### src/inc/crc_pkg.sv
// Purpose: shared constants and types for the changeover remote port
// Assumes: 100 MHz pclk
// Notes: register map and event bits
package crc_pkg;
  localparam int unsigned CLK_MHZ = 100;
  localparam int unsigned DEBOUNCE_US = 5;
  localparam int unsigned DEBOUNCE_CYC = DEBOUNCE_US * CLK_MHZ;
  localparam logic [11:0] ADDR_CTRL = 12'h000;
  localparam logic [11:0] ADDR_STATUS = 12'h004;
  localparam logic [11:0] ADDR_EVT = 12'h008;
  localparam logic [11:0] ADDR_EVT_CLR = 12'h00C;
  localparam logic [11:0] ADDR_EVT_EN = 12'h010;
  localparam logic [2:0] CTRL_RESET = 3'h1;
  localparam logic [2:0] EVT_RESET = 3'h0;
  localparam logic [2:0] EN_RESET = 3'h0;
  localparam int unsigned NUM_EVT = 3;
  typedef enum logic [1:0] {
    CRC_MAIN = 2'b00,
    CRC_SPARE = 2'b01
  } crc_src_e;
  typedef struct packed {
    logic override_n;
    logic select_n;
    logic reset_n;
  } crc_remote_s;
  typedef struct packed {
    logic fault_latch;
    logic switched;
    logic new_fault;
  } crc_evt_s;
endpackage

### src/rtl/crc_remote_port.sv
// Purpose: remote-control port of a reference changeover unit
// Assumes: remote pins asynchronous inputs, synchronised and debounced here
// Notes: APB registers for panel setting, status and events
//
// Local design decisions: the APB slave port and the register addresses.
`timescale 1ns/1ps
module crc_remote_port #(
  parameter int unsigned DEB_CYC = crc_pkg::DEBOUNCE_CYC
) (
  // clock and reset
  input wire logic pclk,
  input wire logic presetn,
  // apb slave
  input wire logic psel,
  input wire logic penable,
  input wire logic pwrite,
  input wire logic [11:0] paddr,
  input wire logic [31:0] pwdata,
  output logic [31:0] prdata,
  output logic pready,
  output logic pslverr,
  // fault detector inputs
  input wire logic fault_main,
  input wire logic fault_spare,
  // remote connector inputs, active low
  input wire crc_pkg::crc_remote_s remote,
  // remote connector outputs
  output logic main_reference,
  output logic spare_reference,
  output logic latched_fault_flag,
  output logic isolated_fault_contact_pos,
  output logic isolated_fault_contact_neg,
  // interrupt
  output logic irq
);
  localparam int CW = $clog2(DEB_CYC + 1);

  // two-flop synchronisers for the three remote lines
  crc_pkg::crc_remote_s sync1;
  crc_pkg::crc_remote_s sync2;
  crc_pkg::crc_remote_s stable;
  logic [2:0] deb_cnt_hit;
  logic [CW-1:0] deb_cnt [3];

  always_ff @(posedge pclk or negedge presetn)
  begin
    if (!presetn)
    begin
      sync1 <= 3'h7;
      sync2 <= 3'h7;
    end
    else
    begin
      sync1 <= remote;
      sync2 <= sync1;
    end
  end

  // debounce: a new level must hold DEB_CYC + 1 cycles
  genvar gi;
  generate
    for (gi = 0; gi < 3; gi++)
    begin : g_deb
      assign deb_cnt_hit[gi] = (deb_cnt[gi] == CW'(DEB_CYC));
      always_ff @(posedge pclk or negedge presetn)
      begin
        if (!presetn)
        begin
          deb_cnt[gi] <= '0;
          stable[gi] <= 1'b1;
        end
        else if (sync2[gi] == stable[gi])
          deb_cnt[gi] <= '0;
        else if (deb_cnt_hit[gi])
        begin
          stable[gi] <= sync2[gi];
          deb_cnt[gi] <= '0;
        end
        else
          deb_cnt[gi] <= deb_cnt[gi] + CW'(1);
      end
    end
  endgenerate

  logic select_prev;
  logic reset_prev;
  always_ff @(posedge pclk or negedge presetn)
  begin
    if (!presetn)
    begin
      select_prev <= 1'b1;
      reset_prev <= 1'b1;
    end
    else
    begin
      select_prev <= stable.select_n;
      reset_prev <= stable.reset_n;
    end
  end

  // registers
  logic [2:0] ctrl;
  crc_pkg::crc_evt_s evt;
  crc_pkg::crc_evt_s evt_en;
  crc_pkg::crc_src_e src;
  logic fault_latch;

  wire panel_auto = ctrl[0];
  wire sw_toggle = ctrl[1];
  wire sw_fault_reset = ctrl[2];
  wire auto_on = panel_auto & stable.override_n;
  wire select_fall = select_prev & ~stable.select_n;
  wire reset_req = (reset_prev & ~stable.reset_n) | sw_fault_reset;
  wire fault_now = fault_main | fault_spare;
  wire sel_fault = (src == crc_pkg::CRC_MAIN) ? fault_main : fault_spare;
  wire other_fault = (src == crc_pkg::CRC_MAIN) ? fault_spare : fault_main;
  wire auto_move = auto_on & sel_fault & ~other_fault;
  wire do_toggle = select_fall | sw_toggle | auto_move;

  wire wr = psel & penable & pwrite;
  wire wr_ctrl = wr & (paddr == crc_pkg::ADDR_CTRL);
  wire wr_clr = wr & (paddr == crc_pkg::ADDR_EVT_CLR);
  wire wr_en = wr & (paddr == crc_pkg::ADDR_EVT_EN);
  wire mapped = (paddr == crc_pkg::ADDR_CTRL) |
                (paddr == crc_pkg::ADDR_STATUS) |
                (paddr == crc_pkg::ADDR_EVT) |
                (paddr == crc_pkg::ADDR_EVT_CLR) |
                (paddr == crc_pkg::ADDR_EVT_EN);

  crc_pkg::crc_src_e next_src;
  assign next_src = do_toggle ?
    ((src == crc_pkg::CRC_MAIN) ? crc_pkg::CRC_SPARE : crc_pkg::CRC_MAIN)
    : src;

  logic next_fault_latch;
  // persisting fault re-sets immediately
  assign next_fault_latch = fault_now | (fault_latch & ~reset_req);

  always_ff @(posedge pclk or negedge presetn)
  begin
    if (!presetn)
    begin
      src <= crc_pkg::CRC_MAIN;
      fault_latch <= 1'b0;
    end
    else
    begin
      src <= next_src;
      fault_latch <= next_fault_latch;
    end
  end

  // control: bit0 panel auto, bit1/2 self-clearing strobes
  always_ff @(posedge pclk or negedge presetn)
  begin
    if (!presetn)
      ctrl <= crc_pkg::CTRL_RESET;
    else if (wr_ctrl)
      ctrl <= pwdata[2:0];
    else
      ctrl <= {1'b0, 1'b0, ctrl[0]};
  end

  crc_pkg::crc_evt_s evt_set;
  assign evt_set.fault_latch = next_fault_latch & ~fault_latch;
  assign evt_set.switched = do_toggle;
  assign evt_set.new_fault = fault_now;

  always_ff @(posedge pclk or negedge presetn)
  begin
    if (!presetn)
    begin
      evt <= crc_pkg::EVT_RESET;
      evt_en <= crc_pkg::EN_RESET;
    end
    else
    begin
      // set wins over clear
      evt <= evt_set | (evt & ~(wr_clr ? pwdata[2:0] : 3'h0));
      if (wr_en)
        evt_en <= pwdata[2:0];
    end
  end

  wire [31:0] status_word = {26'h0, auto_on, fault_now, fault_main,
                             fault_spare, fault_latch,
                             src == crc_pkg::CRC_SPARE};
  wire [31:0] rd_mux =
    (paddr == crc_pkg::ADDR_CTRL) ? {29'h0, ctrl} :
    (paddr == crc_pkg::ADDR_STATUS) ? status_word :
    (paddr == crc_pkg::ADDR_EVT) ? {29'h0, evt} :
    (paddr == crc_pkg::ADDR_EVT_EN) ? {29'h0, evt_en} : 32'h0;

  always_ff @(posedge pclk or negedge presetn)
  begin
    if (!presetn)
    begin
      prdata <= 32'h0;
      main_reference <= 1'b1;
      spare_reference <= 1'b0;
      latched_fault_flag <= 1'b0;
      isolated_fault_contact_pos <= 1'b0;
    end
    else
    begin
      prdata <= (psel & ~penable & ~pwrite) ? rd_mux : prdata;
      main_reference <= (next_src == crc_pkg::CRC_MAIN);
      spare_reference <= (next_src == crc_pkg::CRC_SPARE);
      latched_fault_flag <= next_fault_latch;
      isolated_fault_contact_pos <= next_fault_latch;
    end
  end

  // negative side of the contact pair is the return leg
  assign isolated_fault_contact_neg = 1'b0;
  assign pready = 1'b1;
  assign pslverr = psel & penable & ~mapped;
  assign irq = |(evt & evt_en);
endmodule // crc_remote_port

### config.mk
export PLATFORM = sky130hd
export DESIGN_NAME = crc_remote_port
export DESIGN_NICKNAME = d
export VERILOG_FILES = /design/src/inc/crc_pkg.sv /design/src/rtl/crc_remote_port.sv
export SDC_FILE = /design/constraint.sdc
export NUM_CORES = 1
export LEC_CHECK = 0
export BUFFER_PORTS_ARGS = -buffer_cell sky130_fd_sc_hd__buf_4
export CAP_MARGIN = 40
export CORE_UTILIZATION = 51
export CTS_BUF_LIST = sky130_fd_sc_hd__clkbuf_16
export CTS_CLUSTER_SIZE = 14
export DETAILED_ROUTE_END_ITERATION = 8
export GPL_TIMING_DRIVEN = 0
export PLACE_DENSITY = 0.88
export SYNTH_ARGS = -nofsm -noshare
export SYNTH_HDL_FRONTEND = slang
export SYNTH_SLANG_ARGS = --single-unit
### constraint.sdc
create_clock -name pclk -period 2.25 [get_ports pclk]
set_input_delay 0.225 -clock pclk [delete_from_list [all_inputs] [get_ports pclk]]
set_output_delay 0.225 -clock pclk [all_outputs]
set_load 0.02 [all_outputs]
# == After elaboration in Yosys (flattened, before gate mapping) ==
# Index checks and enable logic that the tools add are counted.
# Widths: inputs -> output; s select.
# word_totals
inputBits,54
register_bits,84
# op_classes
mux,16
add_sub_neg,3
bitwise,39
reduce_logical,7
eq_ne,12
# op_table
cell,n
$mux 9,6
$add 9x1->9 const B,3
$eq 9x9->1 const B,3
$eq 12x4->1 const B,2
$and 1x1->1,15
$eq 12x3->1 const B,1
$eq 12x5->1 const B,1
$logic_not 12->1,1
$mux 3,4
$mux 6,2
$not 1->1,11
$or 1x1->1,9
$and 3x3->3,2
$reduce_and 2->1,3
$eq 2x1->1 const B,2
$logic_not 2->1,2
$eq 1x1->1,3
$mux 1,3
$not 3->3,1
$or 3x3->3,1
$reduce_or 3->1,1
$mux 2,1

# == Longest topological paths before layout ==
# Gate-level depths: netlist (run 1).
# depth
ltp_word,8
depth_mapped,6
ltp_nobuf,6

# == Worst setup path before layout (run 1) ==
# OpenSTA, ideal clock, no wires.
# synth_path
path_type,flip-flop to flip-flop
start,register src[0]
end,register src[0]
setup_slack_ps,477
synth_period_minus_slack_ps,1773
arrival_ps,1648
required_ps,2125
stages_incl_launch_ff,5
path_cell_list,dfrtp_1 > or4b_2 > o21ai_0 > a221o_2 > mux2_2
# synth_via
elab_chain_len,6
elab_cells_between_ends,9
cone_classes,mux: 4; bitwise: 4; reduce/logical: 1
# synth_rtl
element,line_no,source
"start, declared",crc_remote_port.sv:105,crc_pkg::crc_src_e src;
"start signal, assigned",crc_remote_port.sv:143,src <= crc_pkg::CRC_MAIN;
"start signal, assigned",crc_remote_port.sv:148,src <= next_src;
$logic_not 2->1,"crc_remote_port.sv:115, crc_remote_port.sv:116, crc_remote_port.sv:132",
"$mux 1, on equally long branches","crc_remote_port.sv:115, crc_remote_port.sv:116",
$and 1x1->1 / $not 1->1 (equally long branches),crc_remote_port.sv:117,wire auto_move = auto_on & sel_fault & ~other_fault;
$and 1x1->1,crc_remote_port.sv:117,
$or 1x1->1,crc_remote_port.sv:118,wire do_toggle = select_fall | sw_toggle | auto_move;
$mux 2 *,crc_remote_port.sv:131,assign next_src = do_toggle ?
via next_src[0],crc_remote_port.sv:130,crc_pkg::crc_src_e next_src;
# The timed path passes the listed nets; every way through them passes the cells marked *.
# A chain may end at the register's enable or synchronous reset.

# == Final worst setup path (run 1) ==
# Same ends and word-level chain as after synthesis.

==> out/summary.log, run 1 <==
[run] Max Cap Viol 0
[placement] placed wire-length estimate after detailed placement 3.74 mm
[floorplanning] Die ar. 6040 um^2
[floorplanning] Row Count 27
[finish] multi-input gate area in the final layout 1250 um^2
[synth] sequential share of the synthesized area 50.2%
[detailed_routing] DR pass1 iterations 5
[finish] non-filler cells in the finished layout 433
[synth] prevailing post-synth register cell dfrtp_1
[sta] share of the cycle needed by the critical path after routing 83.4%
[sta] final number of hold-violating endpoints 0
[floorplanning] Die X 77.7 um
[synth] Syn Area/Cell 10.4 um^2
[detailed_routing] detailed-route via count 2218
[synth] post-synth design cell area 2920 um^2
[setup_path] Arr. time, crit path 2090 ps
[finish] Layout Nets 416
[detailed_routing] total DRC errors in the routed layout 0
[clock_network] number of buffers added for setup after CTS 0
[power_and_ir_drop] switching part of the total 22.8%
[power_and_ir_drop] internal power of the cells 2.13 mW
[power_and_ir_drop] Power Density 741 nW/um^2
[finish] Area growth syn-to-layout 27.3%
[global_route] largest net degree at the start of global routing 59
[clock_network] clock insertion delay at the later pin of the skew report 330 ps
[sta] worst slew margin relative to its limit 53.6%
[synth] post-synthesis cell type with the largest combined area dfrtp_1
[finish] count of inserted antenna diode cells 0
[placement] number of placed instances, taps included 414
[sta] Worst Tran Pin Value 697 ps
[status] status finished, final reports clean
[setup_path] critical path fanouts, max 5
[sta] accumulated negative setup slack 0 ps
[power_and_ir_drop] proportion of power drawn by flip-flops and latches 39.4%
[synth] number of flops mapped to enable cells by yosys 0
[finish] Final Core Density 67.6%
[placement] IO buf count 35
[setup_path] Setup crit end kind flip-flop
[sta] clock tree skew after final layout 5.54 ps
[sta] Highest Clock Rate 0.533 GHz
[finish] number of filler cells placed in the layout 404
[synth] largest cells by area after synthesis dfrtp_1, dfstp_2, buf_4
[global_route] gr ovfl total 0
[detailed_routing] average detailed-routed wire length per instance 13.2 um
[sta] number of failing setup endpoints in the final timing report 0
[finish] cell area after layout 3720 um^2
[synth] number of standard cells after synthesis 281
[floorplanning] starting density of the core 53.1%
[global_route] initial antenna violation count 0
[synth] area share of the largest cell type after synthesis 38.5%
[detailed_routing] antenna violation net count after detailed routing 0
[power_and_ir_drop] switching power summed over all nets 0.629 mW
[power_and_ir_drop] reported leakage power 1.79 nW
[power_and_ir_drop] Peak VDD IR 0.517 mV
[synth] synthesis-stage register bit count 58
[clock_network] Resized cells post-CTS 0
[placement] final estimated routing congestion in global placement 0.835
[global_route] GR Util All Layers 21.7%
[clock_network] CTS H-tree lvls 3
[setup_path] required time reported for the critical path endpoint 2460 ps
[detailed_routing] DR vias/cell 5.12
[setup_path] R2R setup slack 370 ps
[worst_hold_path] classification of the worst-slack hold path primary input to flip-flop
[finish] area taken by flip-flops and latches 1470 um^2
[clock_network] clk root buf clkbuf_16
[setup_path] Worst setup SP type flip-flop
[power_and_ir_drop] share of total power in the clock network 52.7%
[detailed_routing] routed wire length 5.70 mm
[global_route] number of global-route vias before repair 2140
[clock_network] CTS tree yes
[floorplanning] height of the die 77.7 um
[synth] Post-synth ARST share 100%
[global_route] first-pass GRT wire length 9.85 mm
[power_and_ir_drop] part of the total power dissipated in combinational logic 7.9%
[sta] RSZ-0062 raised after global routing no
[finish] fraction of layout instances using a drive strength above 1 31.0%
[floorplanning] placeable core region 5510 um^2
[synth] post-synth cell types 51
[clock_network] CTS Hold Buffers Added 1
[clock_network] Worst-path clk slew 50 ps
[floorplanning] Ports 94
[setup_path] category of the most critical setup path flip-flop to flip-flop
[clock_network] clock sink total 58
[sta] min cycle time layout 1880 ps
[clock_network] Inserted Clock Buffers 9
[clock_network] Clock Path Buffers 2
[placement] placed inst area 3370 um^2
[synth] Yosys warning total 0
[detailed_routing] detailed router's first-iteration violation count 157
[sta] max-slew violation total from the final report 0
-- logic make-up after synthesis --
family | Yosys count | share of synthesized area (%)
adders and majority gates | 6 | 2.57
muxes | 8 | 3.42
xor gates and xnor gates | 18 | 5.39
AOI/OAI and AO/OA | 43 | 9.37
DFF | 58 | 50.2
other | 2 | 0.257
and+or+nand+nor | 98 | 18.5
buffers and inverters | 48 | 10.3
-- synth_stat cells (3+ instances only) --
| master | n |
|---|---|
| dfrtp_1 | 45 |
| nand2_1 | 14 |
| mux2_4 | 3 |
| nand4b_1 | 3 |
| nand4_1 | 3 |
| ha_1 | 6 |
| xnor2_1 | 10 |
| and2_1 | 4 |
| nor2_1 | 29 |
| o21ai_0 | 14 |
| o21ai_1 | 4 |
| dfstp_2 | 13 |
| and3_1 | 8 |
| a21oi_1 | 9 |
| or3_1 | 7 |
| mux2_2 | 4 |
| inv_1 | 15 |
| buf_4 | 32 |
| nand3_1 | 12 |
| xor2_1 | 8 |
-- sequential cells by signal, summed over array words and instances (netlist names), 2 cells and up --
name     flops
deb_cnt     27
sync2        3
src          2
prdata       6
stable       3
evt          3
evt_en       3
ctrl         3
sync1        3
-- area by class of cell --
type | instances | area share, %
clock inverters | 7 | 2.52
plain buffers | 33 | 6.55
well taps | 72 | 2.42
flip-flops and latches | 58 | 39.4
multi-input cells | 201 | 33.7
inverters | 15 | 1.51
repair buffers | 38 | 7.86
clock buffers | 9 | 6.05
-- power by group through the flow --
stage	sequential, mW	clock [mW]	combinational [mW]
2_1_floorplan	1.10	0	0.139
3_3_place_gp	1.10	0	0.206
3_5_place_dp	1.10	0	0.211
4_1_cts	1.09	1.46	0.215
5_1_grt	1.09	1.51	0.242
6_report	1.09	1.45	0.218
-- worst paths after layout --
kind | from | depth (start not counted) | to
setup / recovery | src[0]$_DFF_PN0_ | 4 | src[0]$_DFF_PN0_
hold / removal | remote[0] | 1 | sync1[0]$_DFF_PN1_
setup reg to reg | src[0]$_DFF_PN0_ | 4 | src[0]$_DFF_PN0_
hold reg to reg | sync1[1]$_DFF_PN1_ | 0 | sync2[1]$_DFF_PN1_
max in group asynchronous | presetn | 2 | deb_cnt[21]$_DFF_PN0_
min in group asynchronous | presetn | 2 | deb_cnt[2]$_DFF_PN0_
-- metrics by stage --
stage	setup WS (ps)	power [mW]	hold WS, ps
after detailed placement	302	1.31	326
after CTS	384	2.77	0.458
after global placement	310	1.31	317
final	374	2.76	3.73
after global routing	275	2.84	1.01
after floorplan	477	1.24	-70.6
-- per-layer routing --
layer | part of all wire, % | up-vias | routed length (um) | GRT usage [%]
li1 | - | 1064 | - | -
met1 | 43 | 1060 | 2440 | 26.4
met2 | 48 | 79 | 2760 | 34.8
met3 | 6.0 | 15 | 344 | 6.24
met4 | 2.8 | 0 | 161 | 11.5
met5 | 0 | - | 0 | 0
-- cell usage in the layout (no fill, tap or decap), drive strengths merged, types with 3 or more instances in the layout --
master	n
a21oi	9
and2	4
and3	10
buf	67
clkbuf	10
clkinv	3
conb	28
dfrtp	45
dfstp	13
dlygate4sd3	3
ha	6
inv	15
mux2	7
nand2	14
nand3	12
nand4	3
nand4b	3
nor2	29
o21ai	18
or3	9
xnor2	10
xor2	8
-- worst max-delay path: stages (launching register included) --
cell,delay (ps)
dfrtp_1,410
or4b_2,660
o21ai_0,100
a221o_2,250
mux2_2,350
Note: power is estimated with default switching activity, not from simulation.
==> run 2: changes to the inputs <==
--- a/config.mk
+++ b/config.mk
@@ -5,14 +5,15 @@
 export SDC_FILE = /design/constraint.sdc
 export NUM_CORES = 1
 export LEC_CHECK = 0
+export ABC_AREA = 1
 export BUFFER_PORTS_ARGS = -buffer_cell sky130_fd_sc_hd__buf_4
 export CAP_MARGIN = 40
-export CORE_UTILIZATION = 51
+export CORE_UTILIZATION = 46
 export CTS_BUF_LIST = sky130_fd_sc_hd__clkbuf_16
 export CTS_CLUSTER_SIZE = 14
 export DETAILED_ROUTE_END_ITERATION = 8
 export GPL_TIMING_DRIVEN = 0
-export PLACE_DENSITY = 0.88
+export PLACE_DENSITY = 0.84
 export SYNTH_ARGS = -nofsm -noshare
 export SYNTH_HDL_FRONTEND = slang
 export SYNTH_SLANG_ARGS = --single-unit
==> constraint.sdc (replaced) <==
create_clock -name pclk -period 1.64 [get_ports pclk]
set_input_delay 0.164 -clock pclk [delete_from_list [all_inputs] [get_ports pclk]]
set_output_delay 0.164 -clock pclk [all_outputs]
set_load 0.02 [all_outputs]
==> out/summary.log, run 2 <==
[floorplanning] placeable core region 6350 um^2
[synth] post-synth design cell area 3030 um^2
[sta] share of the cycle needed by the critical path after routing 87.6%
[finish] registers with the highest flip-flop counts deb_cnt (27), prdata (6)
[detailed_routing] detailed router's first-iteration violation count 90
[detailed_routing] detailed-route via count 2399
[synth] post-synth cell types 33
[synth] area share of the largest cell type after synthesis 37.2%
[clock_network] CTS H-tree lvls 3
[sta] Worst Tran Pin Value 711 ps
[detailed_routing] DR vias/cell 4.65
[finish] most common library cell in the layout ignoring fill and taps buf_4
[sta] number of failing setup endpoints in the final timing report 0
[global_route] largest net degree at the start of global routing 59
[floorplanning] Die ar. 6910 um^2
[floorplanning] Ports 94
[global_route] first-pass GRT wire length 9.85 mm
[floorplanning] starting density of the core 47.6%
[placement] final estimated routing congestion in global placement 0.787
[detailed_routing] average detailed-routed wire length per instance 10.9 um
[synth] Syn Area/Cell 8.47 um^2
[power_and_ir_drop] Peak VDD IR 0.816 mV
[synth] largest cells by area after synthesis dfrtp_1, dfstp_2, buf_4
[setup_path] number of buffers and inverters on the critical path 0
[global_route] gr ovfl total 0
[sta] RSZ-0062 raised after global routing no
[setup_path] Arr. time, crit path 1660 ps
[setup_path] Worst path slowest cell dfrtp_1
[clock_network] clock sink total 58
[sta] accumulated negative setup slack 0 ps
[setup_path] required time reported for the critical path endpoint 1870 ps
[floorplanning] Row Count 29
[sta] worst slew margin relative to its limit 52.6%
[sta] Highest Clock Rate 0.696 GHz
[clock_network] Inserted Clock Buffers 9
[placement] placed wire-length estimate after detailed placement 4.25 mm
[clock_network] CTS tree yes
[synth] post-synthesis cell type with the largest combined area dfrtp_1
[power_and_ir_drop] reported leakage power 1.99 nW
[synth] Synth top cells by count nand2_1, inv_1, nor2_1
[finish] Layout Nets 494
[synth] number of standard cells after synthesis 357
[worst_hold_path] classification of the worst-slack hold path primary input to flip-flop
[floorplanning] height of the die 83.1 um
[synth] Yosys warning total 0
[setup_path] critical path, cell by cell ha_1, nand3_1, nor3b_2, a21oi_1, nor3_1
[clock_network] number of buffers added for setup after CTS 0
[finish] fraction of layout instances using a drive strength above 1 24.8%
[synth] synthesis-stage register bit count 58
[setup_path] Setup crit end kind flip-flop
[run] Max Cap Viol 0
[setup_path] category of the most critical setup path flip-flop to flip-flop
[setup_path] cell family contributing the most delay on the critical path simple AND/OR/NAND/NOR gates
[clock_network] Worst-path clk slew 50 ps
[status] status finished, final reports clean
[detailed_routing] total DRC errors in the routed layout 0
[finish] largest register by flop count deb_cnt
[synth] most numerous cell in the Yosys netlist nand2_1
[clock_network] clock insertion delay at the later pin of the skew report 320 ps
[synth] number of flops mapped to enable cells by yosys 0
[global_route] initial antenna violation count 0
[finish] max FFs per register 27
[synth] sequential share of the synthesized area 48.5%
[sta] clock tree skew after final layout 7.93 ps
[sta] final number of hold-violating endpoints 0
[finish] Area growth syn-to-layout 26.7%
[synth] prevailing post-synth register cell dfrtp_1
[sta] min cycle time layout 1440 ps
[detailed_routing] antenna violation net count after detailed routing 0
[detailed_routing] DR pass1 iterations 4
[detailed_routing] routed wire length 5.62 mm
[power_and_ir_drop] Power Density 961 nW/um^2
[global_route] GR Util All Layers 17.9%
[sta] worst hold slack 58.2 ps
[floorplanning] Die X 83.1 um
[finish] count of inserted antenna diode cells 0
[placement] IO buf count 36
[global_route] number of global-route vias before repair 2352
[setup_path] critical path fanouts, max 4
[finish] top library cells by usage in the layout, fill and taps aside buf_4, inv_1, nand2_1
[setup_path] delay of the slowest critical-path stage 390 ps
[sta] max-slew violation total from the final report 0
[synth] Post-synth ARST share 100%
[clock_network] Clock Path Buffers 2
[clock_network] clk root buf clkbuf_16
[setup_path] Worst setup SP type flip-flop
run 2: cell count changes after synthesis, sizes merged, moves of 4 or more:
| cell | previous run | this run |
|---|---|---|
| o21ai | 18 | 14 |
| nor2 | 29 | 53 |
| xor2 | 8 | 1 |
| inv | 15 | 54 |
| or3 | 9 | 0 |
| and2 | 4 | 0 |
| xnor2 | 10 | 6 |
| nand2 | 14 | 58 |
| and3 | 10 | 5 |
| mux2 | 7 | 1 |
| a21oi | 9 | 18 |
| nor3 | 2 | 11 |
| nand3 | 12 | 24 |
run 2: final cells by class:
class / instances / area [um^2]
clock buffer: 9 / 225
inverter: 54 / 203
multi-input combinational: 241 / 1220
sequential: 58 / 1470
fill: 565 / 2520
buffer: 30 / 229
tap: 77 / 96.3
timing repair buffer: 40 / 310
clock inverter: 7 / 78.8
run 2: kinds of logic after synthesis:
| kind of cell | Yosys count | synth area share (%) |
|---|---|---|
| and+or+nand+nor | 161 | 24.8 |
| buffers and inverters | 84 | 14.3 |
| DFF | 58 | 48.5 |
| AOI/OAI and AO/OA | 38 | 7.28 |
| xor gates and xnor gates | 7 | 2.03 |
| adders and majority gates | 6 | 2.48 |
| other | 2 | 0.248 |
| muxes | 1 | 0.372 |
run 2: timing repair:
action | in CTS | in global routing
hold buffers | 4 | 0
hold endpoints to repair | 48 | 0
resized for setup | 0 | 0
run 2: metal layers:
layer	GRT usage, %	part of all wire (%)
met5	0	0
met3	7.36	6.5
met1	19.7	43
met2	31.0	49
met4	6.27	0.96
run 2: worst min-delay path, delay by kind of cell:
kind,cells,cell delay (ps)
AO/OA/AOI/OAI,1,60
buffers and inverters,1,80
AND/OR/NAND/NOR,1,40
run 2: power by group:
part	internal (mW)	leakage, nW	switching [mW]
combinational	0.129	1.11	0.176
sequential	1.47	0.722	0.0225
clock	1.30	0.158	0.589
total	2.90	1.99	0.788
run 2: metrics by stage:
step	std cells	total power, mW	area, um^2	utilization [%]	worst slack [ps]
after floorplan	383	1.70	3120	-	387
after global placement	496	1.80	3490	55.0	257
after detailed placement	496	1.81	3490	55.0	181
after CTS	516	3.72	3830	60.4	204
after global routing	516	3.82	3830	60.4	83.6
final	516	3.68	3830	60.4	204
run 2: worst paths after layout:
kind,start,endpoint,slack [ps],cells after the start
worst max-delay path,deb_cnt[9]$_DFF_PN0_,deb_cnt[17]$_DFF_PN0_,200,5
max in group asynchronous,presetn,deb_cnt[11]$_DFF_PN0_,730,2
worst max register to register,deb_cnt[9]$_DFF_PN0_,deb_cnt[17]$_DFF_PN0_,200,5
worst min-delay path,pwdata[1],evt_en[1]$_DFFE_PN0P_,60,3
min in group asynchronous,presetn,deb_cnt[25]$_DFF_PN0_,440,2
worst min register to register,sync1[0]$_DFF_PN1_,sync2[0]$_DFF_PN1_,350,0
==> run 3: changes to the inputs <==
--- a/config.mk
+++ b/config.mk
@@ -8,12 +8,11 @@
 export ABC_AREA = 1
 export BUFFER_PORTS_ARGS = -buffer_cell sky130_fd_sc_hd__buf_4
 export CAP_MARGIN = 40
-export CORE_UTILIZATION = 46
+export CORE_UTILIZATION = 55
 export CTS_BUF_LIST = sky130_fd_sc_hd__clkbuf_16
 export CTS_CLUSTER_SIZE = 14
 export DETAILED_ROUTE_END_ITERATION = 8
-export GPL_TIMING_DRIVEN = 0
-export PLACE_DENSITY = 0.84
+export PLACE_DENSITY = 0.93
 export SYNTH_ARGS = -nofsm -noshare
 export SYNTH_HDL_FRONTEND = slang
 export SYNTH_SLANG_ARGS = --single-unit
==> constraint.sdc (replaced) <==
create_clock -name pclk -period 1.86 [get_ports pclk]
set_input_delay 0.186 -clock pclk [delete_from_list [all_inputs] [get_ports pclk]]
set_output_delay 0.186 -clock pclk [all_outputs]
set_load 0.02 [all_outputs]
==> out/summary.log, run 3 (synthesis gave the netlist of run 2 again) <==
[status] status finished, final reports clean
[setup_path] number of cell instances on the worst register-to-register path 6
[sta] worst slew margin relative to its limit 53.5%
[global_route] initial antenna violation count 0
[worst_hold_path] Hold Crit Depth 3
[sta] RSZ-0062 raised after global routing no
[detailed_routing] DR vias/cell 5.02
[clock_network] CTS H-tree lvls 3
[floorplanning] Die ar. 5800 um^2
[clock_network] CTS tree yes
[detailed_routing] detailed-route via count 2410
[sta] accumulated negative setup slack 0 ps
[detailed_routing] total DRC errors in the routed layout 0
[setup_path] destination of the worst register-to-register timing path deb_cnt[4]$_DFF_PN0_
[sta] final number of hold-violating endpoints 0
[floorplanning] Ports 94
[floorplanning] Row Count 26
[global_route] largest net degree at the start of global routing 59
[clock_network] CTS Hold Buffers Added 4
[global_route] gr ovfl total 0
[clock_network] clock insertion delay at the later pin of the skew report 320 ps
[clock_network] clk root buf clkbuf_16
[setup_path] R2R setup slack 370 ps
[finish] largest register by flop count deb_cnt
[placement] placed wire-length estimate after detailed placement 4.26 mm
[setup_path] category of the most critical setup path flip-flop to flip-flop
[floorplanning] height of the die 76.2 um
[sta] number of failing setup endpoints in the final timing report 0
[clock_network] Worst-path clk slew 50 ps
[sta] share of the cycle needed by the critical path after routing 80.1%
[finish] fraction of layout instances using a drive strength above 1 19.3%
[setup_path] launch instance of the worst register-to-register path deb_cnt[0]$_DFF_PN0_
[finish] Layout Nets 465
[detailed_routing] top layer in use met4
[sta] Worst Tran Pin Value 698 ps
[clock_network] number of buffers added for setup after CTS 0
[finish] count of inserted antenna diode cells 0
[power_and_ir_drop] reported leakage power 1.81 nW
[detailed_routing] WL met3 261 um
[detailed_routing] average detailed-routed wire length per instance 12.4 um
[worst_hold_path] Worst Hold Path EP evt_en[2]$_DFFE_PN0P_
[detailed_routing] detailed router's first-iteration violation count 119
[finish] registers with the highest flip-flop counts deb_cnt (27), prdata (6)
[power_and_ir_drop] Peak VDD IR 0.588 mV
[sta] max-slew violation total from the final report 0
[detailed_routing] routed length on met2 3.13 mm
[global_route] first-pass GRT wire length 10.1 mm
[detailed_routing] antenna violation net count after detailed routing 0
[placement] IO buf count 36
[sta] Highest Clock Rate 0.671 GHz
[sta] worst hold slack 80.9 ps
[detailed_routing] DR pass1 iterations 5
[sta] min cycle time layout 1490 ps
[finish] Area growth syn-to-layout 17.4%
[finish] most common library cell in the layout ignoring fill and taps nand2_1
[setup_path] Setup crit end kind flip-flop
[detailed_routing] routed wire length 5.96 mm
[sta] clock tree skew after final layout 3.10 ps
[detailed_routing] length of routed wiring on met1 2.41 mm
[clock_network] Inserted Clock Buffers 9
[finish] Final Core Density 68.2%
[finish] max FFs per register 27
[global_route] number of global-route vias before repair 2345
[setup_path] required time reported for the critical path endpoint 2080 ps
[finish] top library cells by usage in the layout, fill and taps aside nand2_1, inv_1, nor2_1
[global_route] GR Util All Layers 22.5%
[worst_hold_path] classification of the worst-slack hold path primary input to flip-flop
[power_and_ir_drop] Power Density 821 nW/um^2
[setup_path] Arr. time, crit path 1710 ps
[setup_path] critical path fanouts, max 8
[setup_path] Worst setup SP type flip-flop
[floorplanning] starting density of the core 58.1%
[clock_network] Resized cells post-CTS 0
[floorplanning] Die X 76.2 um
[worst_hold_path] Hold Crit Start pwdata[2]
[floorplanning] placeable core region 5200 um^2
[clock_network] clock sink total 58
[run] Max Cap Viol 0
[power_and_ir_drop] Power Total 2.92 mW
[placement] final estimated routing congestion in global placement 0.800
[clock_network] Clock Path Buffers 2
==> run 3: how the worst max path moves through the flow <==
| stage | start | endpoint | cells past startpoint |
|---|---|---|---|
| 2_1_floorplan | deb_cnt[0]$_DFF_PN0_ | deb_cnt[4]$_DFF_PN0_ | 6 |
| 3_3_place_gp | deb_cnt[0]$_DFF_PN0_ | deb_cnt[8]$_DFF_PN0_ | 6 |
| 3_5_place_dp | deb_cnt[0]$_DFF_PN0_ | deb_cnt[4]$_DFF_PN0_ | 6 |
| 4_1_cts | deb_cnt[0]$_DFF_PN0_ | deb_cnt[4]$_DFF_PN0_ | 6 |
| 5_1_grt | deb_cnt[0]$_DFF_PN0_ | deb_cnt[4]$_DFF_PN0_ | 6 |
| 6_report | deb_cnt[0]$_DFF_PN0_ | deb_cnt[4]$_DFF_PN0_ | 6 |
==> run 3: cell type report <==
type	count	area [um^2]
fill	401	1650
clock buffer	9	225
timing repair buffer	41	318
clock inverter	7	27.5
tap	70	87.6
inverter	54	203
sequential	58	1470
multi-input combinational	241	1220
==> run 3: worst max-delay path, stage by stage (launching register included) <==
cell and delay, ps:
dfrtp_1 390, inv_1 60, ha_1 200, and3_1 190
nand3_1 110, nand2_1 190, nor3b_1 260
==> run 3: stage by stage <==
| stage | cells | area, um^2 | worst slack, ps |
|---|---|---|---|
| global route | 480 | 3550 | 184 |
| CTS | 480 | 3550 | 358 |
| finish | 480 | 3550 | 371 |
| detailed placement | 460 | 3260 | 410 |
| global placement | 460 | 3260 | 491 |
| floorplan | 383 | 3120 | 607 |
==> run 3: power by group <==
part           leakage (nW)  switching, mW  internal (mW)
registers             0.722         0.0203           1.30
logic                 0.956          0.152         0.0758
clock network         0.128          0.510          0.864
==> run 3: layer usage <==
metal,vias to the layer above,global-route usage [%]
li1,1173,-
met1,1138,24.8
met2,83,39.2
met3,16,5.63
met4,0,13.3
met5,-,0
